`config.mk`:
```
export PLATFORM = sky130hd
export DESIGN_NAME = capture_channel
export DESIGN_NICKNAME = d
export VERILOG_FILES = /design/src/common/capture_pkg.sv /design/src/hdl/pin_sampler.sv /design/src/hdl/capture_channel.sv
export SDC_FILE = /design/constraint.sdc
export NUM_CORES = 1
export LEC_CHECK = 0
export ABC_AREA = 0
export BUFFER_PORTS_ARGS = -buffer_cell sky130_fd_sc_hd__buf_2
export CELL_PAD_IN_SITES_DETAIL_PLACEMENT = 1
export CELL_PAD_IN_SITES_GLOBAL_PLACEMENT = 1
export CORE_ASPECT_RATIO = 0.75
export CORE_UTILIZATION = 38
export DETAILED_ROUTE_END_ITERATION = 8
export PLACE_DENSITY = 0.72
export SETUP_SLACK_MARGIN = 0.4
export SLEW_MARGIN = 20
export SYNTH_ARGS = -nofsm -noshare
export SYNTH_HDL_FRONTEND = slang
export SYNTH_HIERARCHICAL = 1
export SYNTH_SLANG_ARGS = --single-unit
```
`constraint.sdc`:
```
create_clock -name clk -period 7.9 [get_ports clk]
set_input_delay 1.975 -clock clk [delete_from_list [all_inputs] [get_ports clk]]
set_output_delay 1.975 -clock clk [all_outputs]
set_load 0.005 [all_outputs]
```
`src/common/capture_pkg.sv`:
```
// Constants, register map and types for the capture channel
package capture_pkg;
	localparam int DATA_W = 16;
	localparam int ADDR_W = 3;
	localparam int PRE_SEL_W = 4;

	// Register indices
	localparam logic [2:0] ADDR_POWER = 3'h0;
	localparam logic [2:0] ADDR_PRESCALER = 3'h1;
	localparam logic [2:0] ADDR_MODE = 3'h2;
	localparam logic [2:0] ADDR_TRIGGER = 3'h3;
	localparam logic [2:0] ADDR_ENABLED = 3'h4;
	localparam logic [2:0] ADDR_COUNTER = 3'h5;
	localparam logic [2:0] ADDR_DATA = 3'h6;
	localparam logic [2:0] ADDR_STATUS = 3'h7;

	// Field positions
	localparam int POWER_BIT = 0;
	localparam int START_BIT = 0;
	localparam int STOP_BIT = 1;
	localparam int OVF_BIT = 0;
	localparam int ENABLED_BIT = 0;
	localparam int PRE_A_LSB = 0;
	localparam int PRE_B_LSB = 4;
	localparam int MODE_START_IRQ_BIT = 0;
	localparam int MODE_OP_LSB = 1;
	localparam int MODE_EDGE_LOW_BIT = 6;
	localparam int MODE_EDGE_HIGH_BIT = 7;
	localparam int MODE_TRIG_LSB = 8;
	localparam int MODE_CLK_SEL_BIT = 15;
	localparam logic [15:0] MODE_EDGE_MASK = 16'h00c0;

	// Encodings
	localparam logic [2:0] OP_INTERVAL = 3'h2;
	localparam logic [2:0] OP_WIDTH = 3'h6;
	localparam logic [2:0] TRIG_PIN_EDGE = 3'h1;
	localparam logic [1:0] EDGE_FALL = 2'h0;
	localparam logic [1:0] EDGE_RISE = 2'h1;
	localparam logic [1:0] EDGE_BOTH = 2'h2;
	localparam logic [1:0] WIDTH_LOW = 2'h2;
	localparam logic [1:0] WIDTH_HIGH = 2'h3;

	// Reset and count values
	localparam logic [15:0] ZERO16 = 16'h0000;
	localparam logic [15:0] ONE16 = 16'h0001;
	localparam logic [15:0] FULL16 = 16'hffff;
	localparam logic [7:0] PRESCALER_RESET = 8'h00;
	localparam logic [15:0] MODE_RESET = 16'h0000;

	typedef enum logic [3:0] {
		ST_IDLE = 4'h1,
		ST_INTERVAL = 4'h2,
		ST_WAIT_START = 4'h4,
		ST_MEASURE = 4'h8
	} chan_state_t;
endpackage : capture_pkg

```
`src/hdl/pin_sampler.sv`:
```
// Capture pin synchroniser and operating-clock edge sampler
`timescale 1ns/1ps
module pin_sampler (
	input wire logic clk,
	input wire logic rst_n,
	input wire logic clear,
	input wire logic sample_en,
	input wire logic pin,
	output logic rise,
	output logic fall
);
	typedef struct packed {
		logic s1;
		logic s2;
		logic last;
	} samp_state_t;

	samp_state_t q;
	samp_state_t d;

	always_comb begin
		d = q;
		d.s1 = pin;
		d.s2 = q.s1;
		// Track level while off so no false edge appears on power-up
		if (clear || sample_en) begin
			d.last = q.s2;
		end
	end

	always_ff @(posedge clk) begin
		if (!rst_n) begin
			q <= '0;
		end else begin
			q <= d;
		end
	end

	// Edges seen only at operating-clock ticks
	assign rise = sample_en & ~clear & q.s2 & ~q.last;
	assign fall = sample_en & ~clear & ~q.s2 & q.last;
endmodule : pin_sampler

```
`src/hdl/capture_channel.sv`:
```
// Capture channel with interval and level-width measurement
//
// Operation
// - Interval start sets enable, clears counter next tick, optional start interrupt.
// - Interval edge captures count, clears counter, interrupts, keeps counting.
// - Each capture sets or clears overflow flag from the measured period.
// - Stop clears enable, halts counting, keeps counter and overflow flag.
// - Start and stop are write-one triggers that always read back zero.
// - Power bit low stops clock, ignores writes, resets all channel state.
// - Power bit high supplies clock and accepts writes, channel stays stopped.
// - Width start sets enable and waits for start edge without counting.
// - Width counts after start edge, opposite edge captures and interrupts.
// - After width capture counter holds capture plus one, waits again.
// - Overflow flag updated at capture, set by one or more wraps, does not count them.
// - Edge select picks low width with 10B, high width with 11B.
// - Width start is ignored while the channel is enabled.
// - Pin sampled on the selected operating clock, one period uncertainty.
// - Width equals tick period times overflow times 10000H plus capture plus one.
// - Trigger field 001B makes pin edges the interval capture trigger; only a start write starts the interval.
// - Interval edges: 00B falling, 01B rising, 10B both, 11B none.
// - Interval start write while enabled acts as a software capture.
`timescale 1ns/1ps
module capture_channel (
	input wire logic clk,
	input wire logic rst_n,
	input wire logic [2:0] addr,
	input wire logic [15:0] wdata,
	input wire logic wr_en,
	input wire logic rd_en,
	output logic [15:0] rdata,
	input wire logic capture_input_pin,
	output logic channel_interrupt,
	output logic channel_enabled_flag,
	output logic unit_power_enable
);
	typedef struct packed {
		logic power;
		logic [7:0] prescaler;
		logic [15:0] mode;
		logic enabled;
		capture_pkg::chan_state_t state;
		logic [15:0] counter;
		logic [15:0] data;
		logic overflow;
		logic ovf_acc;
		logic clear_pend;
		logic sw_capture;
		logic irq;
		logic [15:0] pre_cnt;
		logic [15:0] rdata;
	} chan_reg_t;

	chan_reg_t q;
	chan_reg_t d;

	logic tick_a;
	logic tick_b;
	logic count_tick;
	logic pin_rise;
	logic pin_fall;
	logic start_wr;
	logic stop_wr;
	logic [2:0] op_mode;
	logic [1:0] edge_sel;
	logic [2:0] trig_sel;
	logic interval_edge;
	logic width_start_edge;
	logic width_capture_edge;

	// Tick when the low n bits of the prescaler counter are all ones
	function automatic logic div_tick(input logic [15:0] cnt, input logic [3:0] sel);
		logic [15:0] mask;
		mask = 16'(({1'b0, capture_pkg::ONE16} << sel) - 17'h00001);
		div_tick = ((cnt & mask) == mask);
	endfunction : div_tick

	// Interval-mode valid edge decode
	function automatic logic edge_hit(input logic [1:0] sel, input logic r, input logic f);
		edge_hit = 1'b0;
		if (sel == capture_pkg::EDGE_FALL) begin
			edge_hit = f;
		end else if (sel == capture_pkg::EDGE_RISE) begin
			edge_hit = r;
		end else if (sel == capture_pkg::EDGE_BOTH) begin
			edge_hit = r | f;
		end
	endfunction : edge_hit

	assign tick_a = q.power & div_tick(q.pre_cnt, q.prescaler[capture_pkg::PRE_A_LSB +: 4]);
	assign tick_b = q.power & div_tick(q.pre_cnt, q.prescaler[capture_pkg::PRE_B_LSB +: 4]);
	assign count_tick = q.mode[capture_pkg::MODE_CLK_SEL_BIT] ? tick_b : tick_a;

	pin_sampler u_sampler (
		.clk(clk),
		.rst_n(rst_n),
		.clear(~q.power),
		.sample_en(count_tick),
		.pin(capture_input_pin),
		.rise(pin_rise),
		.fall(pin_fall)
	);

	assign op_mode = q.mode[capture_pkg::MODE_OP_LSB +: 3];
	assign edge_sel = {q.mode[capture_pkg::MODE_EDGE_HIGH_BIT],
		q.mode[capture_pkg::MODE_EDGE_LOW_BIT]};
	assign trig_sel = q.mode[capture_pkg::MODE_TRIG_LSB +: 3];
	assign interval_edge = (trig_sel == capture_pkg::TRIG_PIN_EDGE) &&
		edge_hit(edge_sel, pin_rise, pin_fall);
	assign width_start_edge = (edge_sel == capture_pkg::WIDTH_HIGH) ? pin_rise : pin_fall;
	assign width_capture_edge = (edge_sel == capture_pkg::WIDTH_HIGH) ? pin_fall : pin_rise;

	// Writes other than to the power bit are ignored while off
	assign start_wr = q.power && wr_en && (addr == capture_pkg::ADDR_TRIGGER) &&
		wdata[capture_pkg::START_BIT];
	assign stop_wr = q.power && wr_en && (addr == capture_pkg::ADDR_TRIGGER) &&
		wdata[capture_pkg::STOP_BIT];

	always_comb begin
		d = q;
		d.irq = 1'b0;
		d.pre_cnt = q.power ? 16'(q.pre_cnt + capture_pkg::ONE16) : capture_pkg::ZERO16;

		// Configuration writes
		if (q.power && wr_en && addr == capture_pkg::ADDR_PRESCALER) begin
			d.prescaler = wdata[7:0];
		end else if (q.power && wr_en && addr == capture_pkg::ADDR_MODE) begin
			if (q.enabled) begin
				d.mode = (q.mode & ~capture_pkg::MODE_EDGE_MASK) |
					(wdata & capture_pkg::MODE_EDGE_MASK);
			end else begin
				d.mode = wdata;
			end
		end

		// Counting
		case (q.state)
			capture_pkg::ST_INTERVAL: begin
				if (count_tick) begin
					if (q.clear_pend) begin
						d.counter = capture_pkg::ZERO16;
						d.ovf_acc = 1'b0;
						d.clear_pend = 1'b0;
					end else if (interval_edge || q.sw_capture) begin
						d.data = q.counter;
						d.counter = capture_pkg::ZERO16;
						d.overflow = q.ovf_acc;
						d.ovf_acc = 1'b0;
						d.sw_capture = 1'b0;
						d.irq = 1'b1;
					end else begin
						d.counter = 16'(q.counter + capture_pkg::ONE16);
						if (q.counter == capture_pkg::FULL16) begin
							d.ovf_acc = 1'b1;
						end
					end
				end
			end
			capture_pkg::ST_WAIT_START: begin
				if (count_tick && width_start_edge) begin
					d.counter = capture_pkg::ZERO16;
					d.ovf_acc = 1'b0;
					d.state = capture_pkg::ST_MEASURE;
				end
			end
			capture_pkg::ST_MEASURE: begin
				if (count_tick) begin
					d.counter = 16'(q.counter + capture_pkg::ONE16);
					if (width_capture_edge) begin
						d.data = q.counter;
						d.overflow = q.ovf_acc;
						d.ovf_acc = 1'b0;
						d.irq = 1'b1;
						d.state = capture_pkg::ST_WAIT_START;
					end else if (q.counter == capture_pkg::FULL16) begin
						d.ovf_acc = 1'b1;
					end
				end
			end
			default: begin
				d.state = capture_pkg::ST_IDLE;
			end
		endcase

		// Start trigger
		if (start_wr && !stop_wr) begin
			if (op_mode == capture_pkg::OP_WIDTH) begin
				if (!q.enabled) begin
					d.enabled = 1'b1;
					d.state = capture_pkg::ST_WAIT_START;
				end
			end else if (q.enabled) begin
				if (q.state == capture_pkg::ST_INTERVAL) begin
					d.sw_capture = 1'b1;
				end
			end else begin
				d.enabled = 1'b1;
				if (op_mode == capture_pkg::OP_INTERVAL) begin
					d.state = capture_pkg::ST_INTERVAL;
					d.clear_pend = 1'b1;
					d.sw_capture = 1'b0;
					d.irq = q.mode[capture_pkg::MODE_START_IRQ_BIT];
				end
			end
		end

		// Stop trigger holds counter and overflow flag
		if (stop_wr) begin
			d.enabled = 1'b0;
			d.state = capture_pkg::ST_IDLE;
			d.clear_pend = 1'b0;
			d.sw_capture = 1'b0;
		end

		// Register read, data in the next cycle
		d.rdata = capture_pkg::ZERO16;
		if (rd_en) begin
			if (addr == capture_pkg::ADDR_POWER) begin
				d.rdata[capture_pkg::POWER_BIT] = q.power;
			end else if (addr == capture_pkg::ADDR_PRESCALER) begin
				d.rdata[7:0] = q.prescaler;
			end else if (addr == capture_pkg::ADDR_MODE) begin
				d.rdata = q.mode;
			end else if (addr == capture_pkg::ADDR_ENABLED) begin
				d.rdata[capture_pkg::ENABLED_BIT] = q.enabled;
			end else if (addr == capture_pkg::ADDR_COUNTER) begin
				d.rdata = q.counter;
			end else if (addr == capture_pkg::ADDR_DATA) begin
				d.rdata = q.data;
			end else if (addr == capture_pkg::ADDR_STATUS) begin
				d.rdata[capture_pkg::OVF_BIT] = q.overflow;
			end
		end

		// Power bit; clearing it resets the whole channel
		if (wr_en && addr == capture_pkg::ADDR_POWER) begin
			d.power = wdata[capture_pkg::POWER_BIT];
			if (!wdata[capture_pkg::POWER_BIT]) begin
				d.prescaler = capture_pkg::PRESCALER_RESET;
				d.mode = capture_pkg::MODE_RESET;
				d.enabled = 1'b0;
				d.state = capture_pkg::ST_IDLE;
				d.counter = capture_pkg::ZERO16;
				d.data = capture_pkg::ZERO16;
				d.overflow = 1'b0;
				d.ovf_acc = 1'b0;
				d.clear_pend = 1'b0;
				d.sw_capture = 1'b0;
				d.irq = 1'b0;
				d.pre_cnt = capture_pkg::ZERO16;
			end
		end
	end

	always_ff @(posedge clk) begin
		if (!rst_n) begin
			q.power <= 1'b0;
			q.prescaler <= capture_pkg::PRESCALER_RESET;
			q.mode <= capture_pkg::MODE_RESET;
			q.enabled <= 1'b0;
			q.state <= capture_pkg::ST_IDLE;
			q.counter <= capture_pkg::ZERO16;
			q.data <= capture_pkg::ZERO16;
			q.overflow <= 1'b0;
			q.ovf_acc <= 1'b0;
			q.clear_pend <= 1'b0;
			q.sw_capture <= 1'b0;
			q.irq <= 1'b0;
			q.pre_cnt <= capture_pkg::ZERO16;
			q.rdata <= capture_pkg::ZERO16;
		end else begin
			q <= d;
		end
	end

	// Trigger register reads as zero
	assign rdata = q.rdata;
	assign channel_interrupt = q.irq;
	assign channel_enabled_flag = q.enabled;
	assign unit_power_enable = q.power;
endmodule : capture_channel

```
* Yosys cells after proc, flatten, opt, wreduce, memory -nomap -nowiden
Index checks and enable logic that the tools add are counted.
Word-level totals: memories kept 0, word-level logic and storage cells 139, input bits 24, output and inout bits 19, latch bits 0, bits in registers 102, memory bits (read-only) 0, RAM bits 0
Operators by class: $lt $le $gt $ge 0, multiply operators 0, equal/unequal tests 19, bitwise operators 16, divide/modulo/power cells 0, add/sub/neg operators 4, muxes and demuxes 61, shift-type cells 2, reduce and logical (&&, ||, !) cells 18
Operators by type and width (count):
- $mux 82 | 2
- $mux 16 | 8
- $mux 37 | 2
- $mux 17 | 3
- $pmux 16 s3 | 1
- $mux 38 | 1
- $pmux 17 s2 | 1
- $add 16x1->16 const B | 2
- $and 16x16->16 | 2
- $eq 16x16->1 | 2
- $shl 1x4->16 const A | 2
- $sub 16x1->16 const B | 2
- $mux 15 | 2
- $mux 1 | 21
- $mux 20 | 1
- $eq 16x16->1 const B | 1
- $mux 4 | 4
- $mux 8 | 2
- $or 16x8->16 | 1
- $eq 3x3->1 const B | 5
- $mux 5 | 3
- $pmux 4 s3 | 1
- $logic_and 1x1->1 | 10
- $eq 3x2->1 const B | 3
- other kinds (20) | 38

* Logic depth before layout (Yosys ltp)
depth after elaboration 27, gate-level depth with buffers 22, mapped depth without buffers 17

* Cells and area by module
The synthesis kept the hierarchy.
Modules (own cells, without submodules):
- capture_channel | cells an instance 663, sequential area each 1961.9 sq um, area an instance 5268.8 sq um, times used 1
- pin_sampler | cells an instance 10, sequential area each 60.1 sq um, area an instance 118.9 sq um, times used 1

* Worst setup path after synthesis
OpenSTA, ideal clock, no wires.
path type reg2reg, start point register q[91] (netlist name), end point register q[53] (netlist name), setup time 58 ps, stages on the path, launching flop included 22, slack 3794 ps, data arrival time 4048 ps, clock period less this slack 4106 ps, cells stage by stage dfxtp_1 buf_4 nor3_1 nand2_1 ha_1 buf_2 nor2_1 a31oi_1 o311ai_0 nor4b_2 a22oi_4 inv_4 buf_6 buf_4 and4bb_2 a21oi_1 o21ai_0 a31oi_1 a21o_1 clkbuf_1 nor4b_1 o21a_1
On the way: longest elaborated chain between the ends 22, elaborated cells on any way between the ends 28, classes of those cells 1 x add/sub; 1 x eq/ne; 1 x shift; 14 x mux; 8 x bitwise; 3 x reduce/logical
Ends and longest elaborated chain:
- from (decl) | RTL line capture_channel.sv:53 | chan_reg_t q;
- $shl 1x4->16 (*) | RTL line capture_channel.sv:73 | mask = 16'(({1'b0, capture_pkg::ONE16} << sel) - 17'h00001);
- $sub 16x1->16 (*) | RTL line capture_channel.sv:73
- $and 16x16->16 | RTL line capture_channel.sv:74 | div_tick = ((cnt & mask) == mask);
- $eq 16x16->1 (*) | RTL line capture_channel.sv:74
- $and 1x1->1 (*) | RTL line capture_channel.sv:89 | assign tick_a = q.power & div_tick(q.pre_cnt, q.prescaler[capture_pkg::PRE_A_LSB +: 4]);
- $mux 1 (*) | RTL line capture_channel.sv:91 | assign count_tick = q.mode[capture_pkg::MODE_CLK_SEL_BIT] ? tick_b : tick_a;
- named net count_tick | RTL line capture_channel.sv:58 | logic count_tick;
- $and 1x1->1 (*) (3 in a row) | RTL line pin_sampler.sv:40 | assign rise = sample_en & ~clear & q.s2 & ~q.last;
- named net pin_rise | RTL line capture_channel.sv:59 | logic pin_rise;
- [... 5 more ...]
- $logic_or 1x1->1 | RTL line capture_channel.sv:143 | end else if (interval_edge || q.sw_capture) begin
- $mux 16 | RTL line capture_channel.sv:143
- $mux 16 | RTL line capture_channel.sv:139 | if (q.clear_pend) begin
- $mux 37 | RTL line capture_channel.sv:138 | if (count_tick) begin
- $mux 37 | RTL line capture_channel.sv:136 | case (q.state)
- $pmux 16 s3 (*) | RTL line capture_channel.sv:136
- $mux 82 | RTL line capture_channel.sv:237 | if (!wdata[capture_pkg::POWER_BIT]) begin
- $mux 82 (*) | RTL line capture_channel.sv:235 | if (wr_en && addr == capture_pkg::ADDR_POWER) begin
Mark *: on every way through the listed nets, which the timed path passes. The rest lies on a longest branch. The select of a mux whose other input is x is not followed. A chain may end at the register's enable or synchronous reset.

* Worst setup path in the final report
start point register q[95] (netlist name), end point register q[36] (netlist name)
On the way: longest elaborated chain between the ends 22, elaborated cells on any way between the ends 27, classes of those cells 1 x add/sub; 1 x eq/ne; 1 x shift; 14 x mux; 8 x bitwise; 2 x reduce/logical
Ends and longest elaborated chain:
- $shl 1x4->16 (*) | RTL line capture_channel.sv:73
- $sub 16x1->16 (*) | RTL line capture_channel.sv:73
- $and 16x16->16 | RTL line capture_channel.sv:74
- $eq 16x16->1 (*) | RTL line capture_channel.sv:74
- $and 1x1->1 (*) | RTL line capture_channel.sv:90 | assign tick_b = q.power & div_tick(q.pre_cnt, q.prescaler[capture_pkg::PRE_B_LSB +: 4]);
- $mux 1 (*) | RTL line capture_channel.sv:91
- $and 1x1->1 (*) (3 in a row) | RTL line pin_sampler.sv:40
- named net pin_rise | RTL line capture_channel.sv:59
- [... 5 more ...]
- $logic_or 1x1->1 | RTL line capture_channel.sv:143
- $mux 17 | RTL line capture_channel.sv:143
- $mux 17 | RTL line capture_channel.sv:139
- $mux 37 | RTL line capture_channel.sv:138
- $mux 37 | RTL line capture_channel.sv:136
- $pmux 17 s2 (*) | RTL line capture_channel.sv:136
- $mux 82 | RTL line capture_channel.sv:237
- $mux 82 (*) | RTL line capture_channel.sv:235
Marked as above.

==> flow_metrics.env <==
export IMPL_cts_tree="yes"
export IMPL_min_path_cells=2
export IMPL_status="finished, final reports clean"
export IMPL_hold_class="reg2reg"
export IMPL_yosysWarnings=6
export IMPL_die_h_um=105
export IMPL_ys_seq_area_share_pct=37.5
export IMPL_cts_buffers=9
export IMPL_h_tree_depth=3
export IMPL_antenna_cells=0
export IMPL_final_period_utilization_pct=70.1
export IMPL_slew_viol_final=0
export IMPL_synth_compound_area_share_pct=23.2
export IMPL_synth_area_top_cells="dfxtp_1, nand2_1, a21oi_1"
export IMPL_wl_met2_um=7290
export IMPL_track_usage_pct=23.4
export IMPL_portBuffers=42
export IMPL_clock_root_buffer="clkbuf_16"
export IMPL_grt_pass1_wl_um=26700
export IMPL_cp_common_cell="nor2_1"
export IMPL_clock_sinks=101
export IMPL_wl_per_cell_um=19.6
export IMPL_path_max_fanout=43
export IMPL_post_cts_buffers=0
export IMPL_post_synth_cell_area_avg_um2=8.01
export IMPL_synth_area_um2=5390
export IMPL_setup_viol=0
export IMPL_cts_hold_buf=0
export IMPL_ys_ff_latch=101
export IMPL_worstSkewPairLatency_ns=0.36
export IMPL_place_congestion=0.889
export IMPL_ant_nets=0
export IMPL_synth_top_area_cell="dfxtp_1"
export IMPL_synthMuxAreaShare_pct=3.39
export IMPL_ys_flop_type="dfxtp_1"
export IMPL_clk_path_buf_depth=2
export IMPL_vias_per_cell=5.93
export IMPL_grt_pass1_vias=5032
export IMPL_gr_total_overflow=0
export IMPL_drc_errors=0
export IMPL_io_pins=43
export IMPL_vias=5026
export IMPL_top_layer_used="met4"
export IMPL_synth_top_family_by_area="simple AND/OR/NAND/NOR gates"
export IMPL_nNetsFinal=696
export IMPL_syn_num_nets=701
export IMPL_synth_edff_count=0
export IMPL_worstPathRequired_ns=8.20
export IMPL_synth_top_area_share_pct=37.5
export IMPL_grt_start_max_net_pins=47
export IMPL_placedInstanceArea_um2=5510
export IMPL_synthAdderAreaFrac_pct=0.929
export IMPL_reg2regPathDepth=17
export IMPL_m1WireLength_um=8290
export IMPL_max_cap_violations=0
export IMPL_cp_start_kind="register"
export IMPL_cts_clk_slew_worst_paths_ns=0.08
export IMPL_peakVddDrop_mv=0.105
export IMPL_final_setup_tns_ns=0
export IMPL_synth_cells=673
export IMPL_relSlewSlack_pct=28.0
export IMPL_leakagePower_nw=2.00
export IMPL_final_util_pct=42.1
export IMPL_drtPass1Iterations=5
export IMPL_synth_simple_area_share_pct=25.6
export IMPL_async_flop_share_pct=0
export IMPL_cp_arrival_ns=5.83
export IMPL_synth_xor_area_share_pct=2.11
export IMPL_dieWidth_um=139
export IMPL_rsz0062_at_grt="false"
export IMPL_routed_wl_um=16600
export IMPL_fin_skew_ns=0.00671
export IMPL_powerDensity_nw_per_um2=177
export IMPL_dieArea_um2=14700
export IMPL_setup_worst_path_end_class="register"
export IMPL_final_cell_mix="dfxtp_1, nand2_1, nor2_1"
export IMPL_path_class="reg2reg"
export IMPL_antenna_found_initial=0
export IMPL_start_util_pct=39.1
export IMPL_synth_cell_type_count=68
export IMPL_wl_met3_um=931
export IMPL_max_stage_delay_ns=0.82
export IMPL_ctsResizeCount=0
export IMPL_crit_chain="nor2_1 > nand3b_1 > ha_1 > nor3b_1 > a211o_1 > a221oi_1 > and4_1 > a22oi_4 > inv_4 > and4bb_2 > a21oi_1 > o21ai_0 > a31oi_1 > nor2_1 > nor2_1 > o21ai_0 > a21oi_1"
export IMPL_slowest_stage="nor2_1"
export IMPL_layout_min_cycle_time_ns=5.54
export IMPL_fillCellCount=1683
export IMPL_drt_initial_drc_count=353
export IMPL_final_common_cell="dfxtp_1"
export IMPL_fp_coreArea_um2=13800
export IMPL_reg2reg_slack_ns=2.36
export IMPL_area_growth_pct=7.92
export IMPL_worst_pin_slew_ns=1.08
export IMPL_fmax_mhz=181
export IMPL_row_count=37
export IMPL_fin_area_um2=5810
export IMPL_dp_final_hpwl_um=11800
export IMPL_drive_gt1_share_pct=12.6
export IMPL_final_hold_violation_count=0
-- path summary, 6_finish.rpt --
kind | start | to
worst max register to register | q[95] | q[36]
worst min register to register | q[78] | q[78]
worst min-delay path | q[78] | q[78]
worst max-delay path | q[95] | q[36]
-- power breakdown --
| group | total, mW | leakage, nW | internal, mW | switching (mW) |
|---|---|---|---|---|
| Clock | 0.470 | 0.148 | 0.250 | 0.219 |
| Combinational | 0.0465 | 1.04 | 0.0135 | 0.0330 |
| Sequential | 0.512 | 0.814 | 0.510 | 0.00175 |
-- synth_stat cells, drive strengths merged, types with 6 or more instances --
master and count:
buf 37, xnor2 9, a21oi 65, nand3 26, nor2b 9, a221o 13
a22oi 12, inv 11, nand2b 8, nor4b 6, o21ai 39, mux2i 16
and2 9, or3 6, dfxtp 101, a221oi 8, a22o 8, clkbuf 25
and3 7, nand2 91, nor2 70, nor3b 6, nor3 17
-- flip-flops by register name, summed over array words and instances (netlist names) --
signal                count
q                        74
rdata                    16
op_mode                   3
edge_sel                  2
u_sampler/q               2
channel_enabled_flag      1
channel_interrupt         1
u_sampler/d               1
unit_power_enable         1
-- per-layer routing --
metal	global-route usage [%]	vias to the layer above
met3	6.10	11
met4	4.21	0
li1	-	2393
met1	32.7	2488
met5	0	-
met2	36.1	134
-- critical path, delay by kind of cell, from the launching register on --
kind            cells  cell delay (ns)
buf+inv             1             0.37
flops               1             0.45
fa+ha+maj           1             0.36
compound gates      8             1.82
simple gates        7             2.47
-- metrics by stage --
stage                     setup slack (ns)  std cells  hold slack [ns]  total power [mW]
final                                 2.36        848            0.461              1.03
after global placement                2.93        832            0.447             0.568
after global routing                  1.94        848            0.478              1.06
after CTS                             2.52        848            0.462              1.04
after detailed placement              2.62        832            0.451             0.570
after floorplan                       3.79        673            0.426             0.553
-- layout make-up --
cell class,count,area [µm²],area share (%)
clock buffers,9,225,3.87
clock inverters,7,80.1,1.38
inverters,11,43.8,0.753
multi-input cells,499,2980,51.3
flip-flops and latches,101,2020,34.8
well taps,175,219,3.77
repair buffers,46,240,4.13
-- cell families after synthesis --
group           count (synthesis)
fa+ha+maj                       4
compound gates                186
flops                         101
buf+inv                        73
xor+xnor                       13
simple gates                  279
mux                            17
No activity file was read; power rests on OpenSTA's default activity.
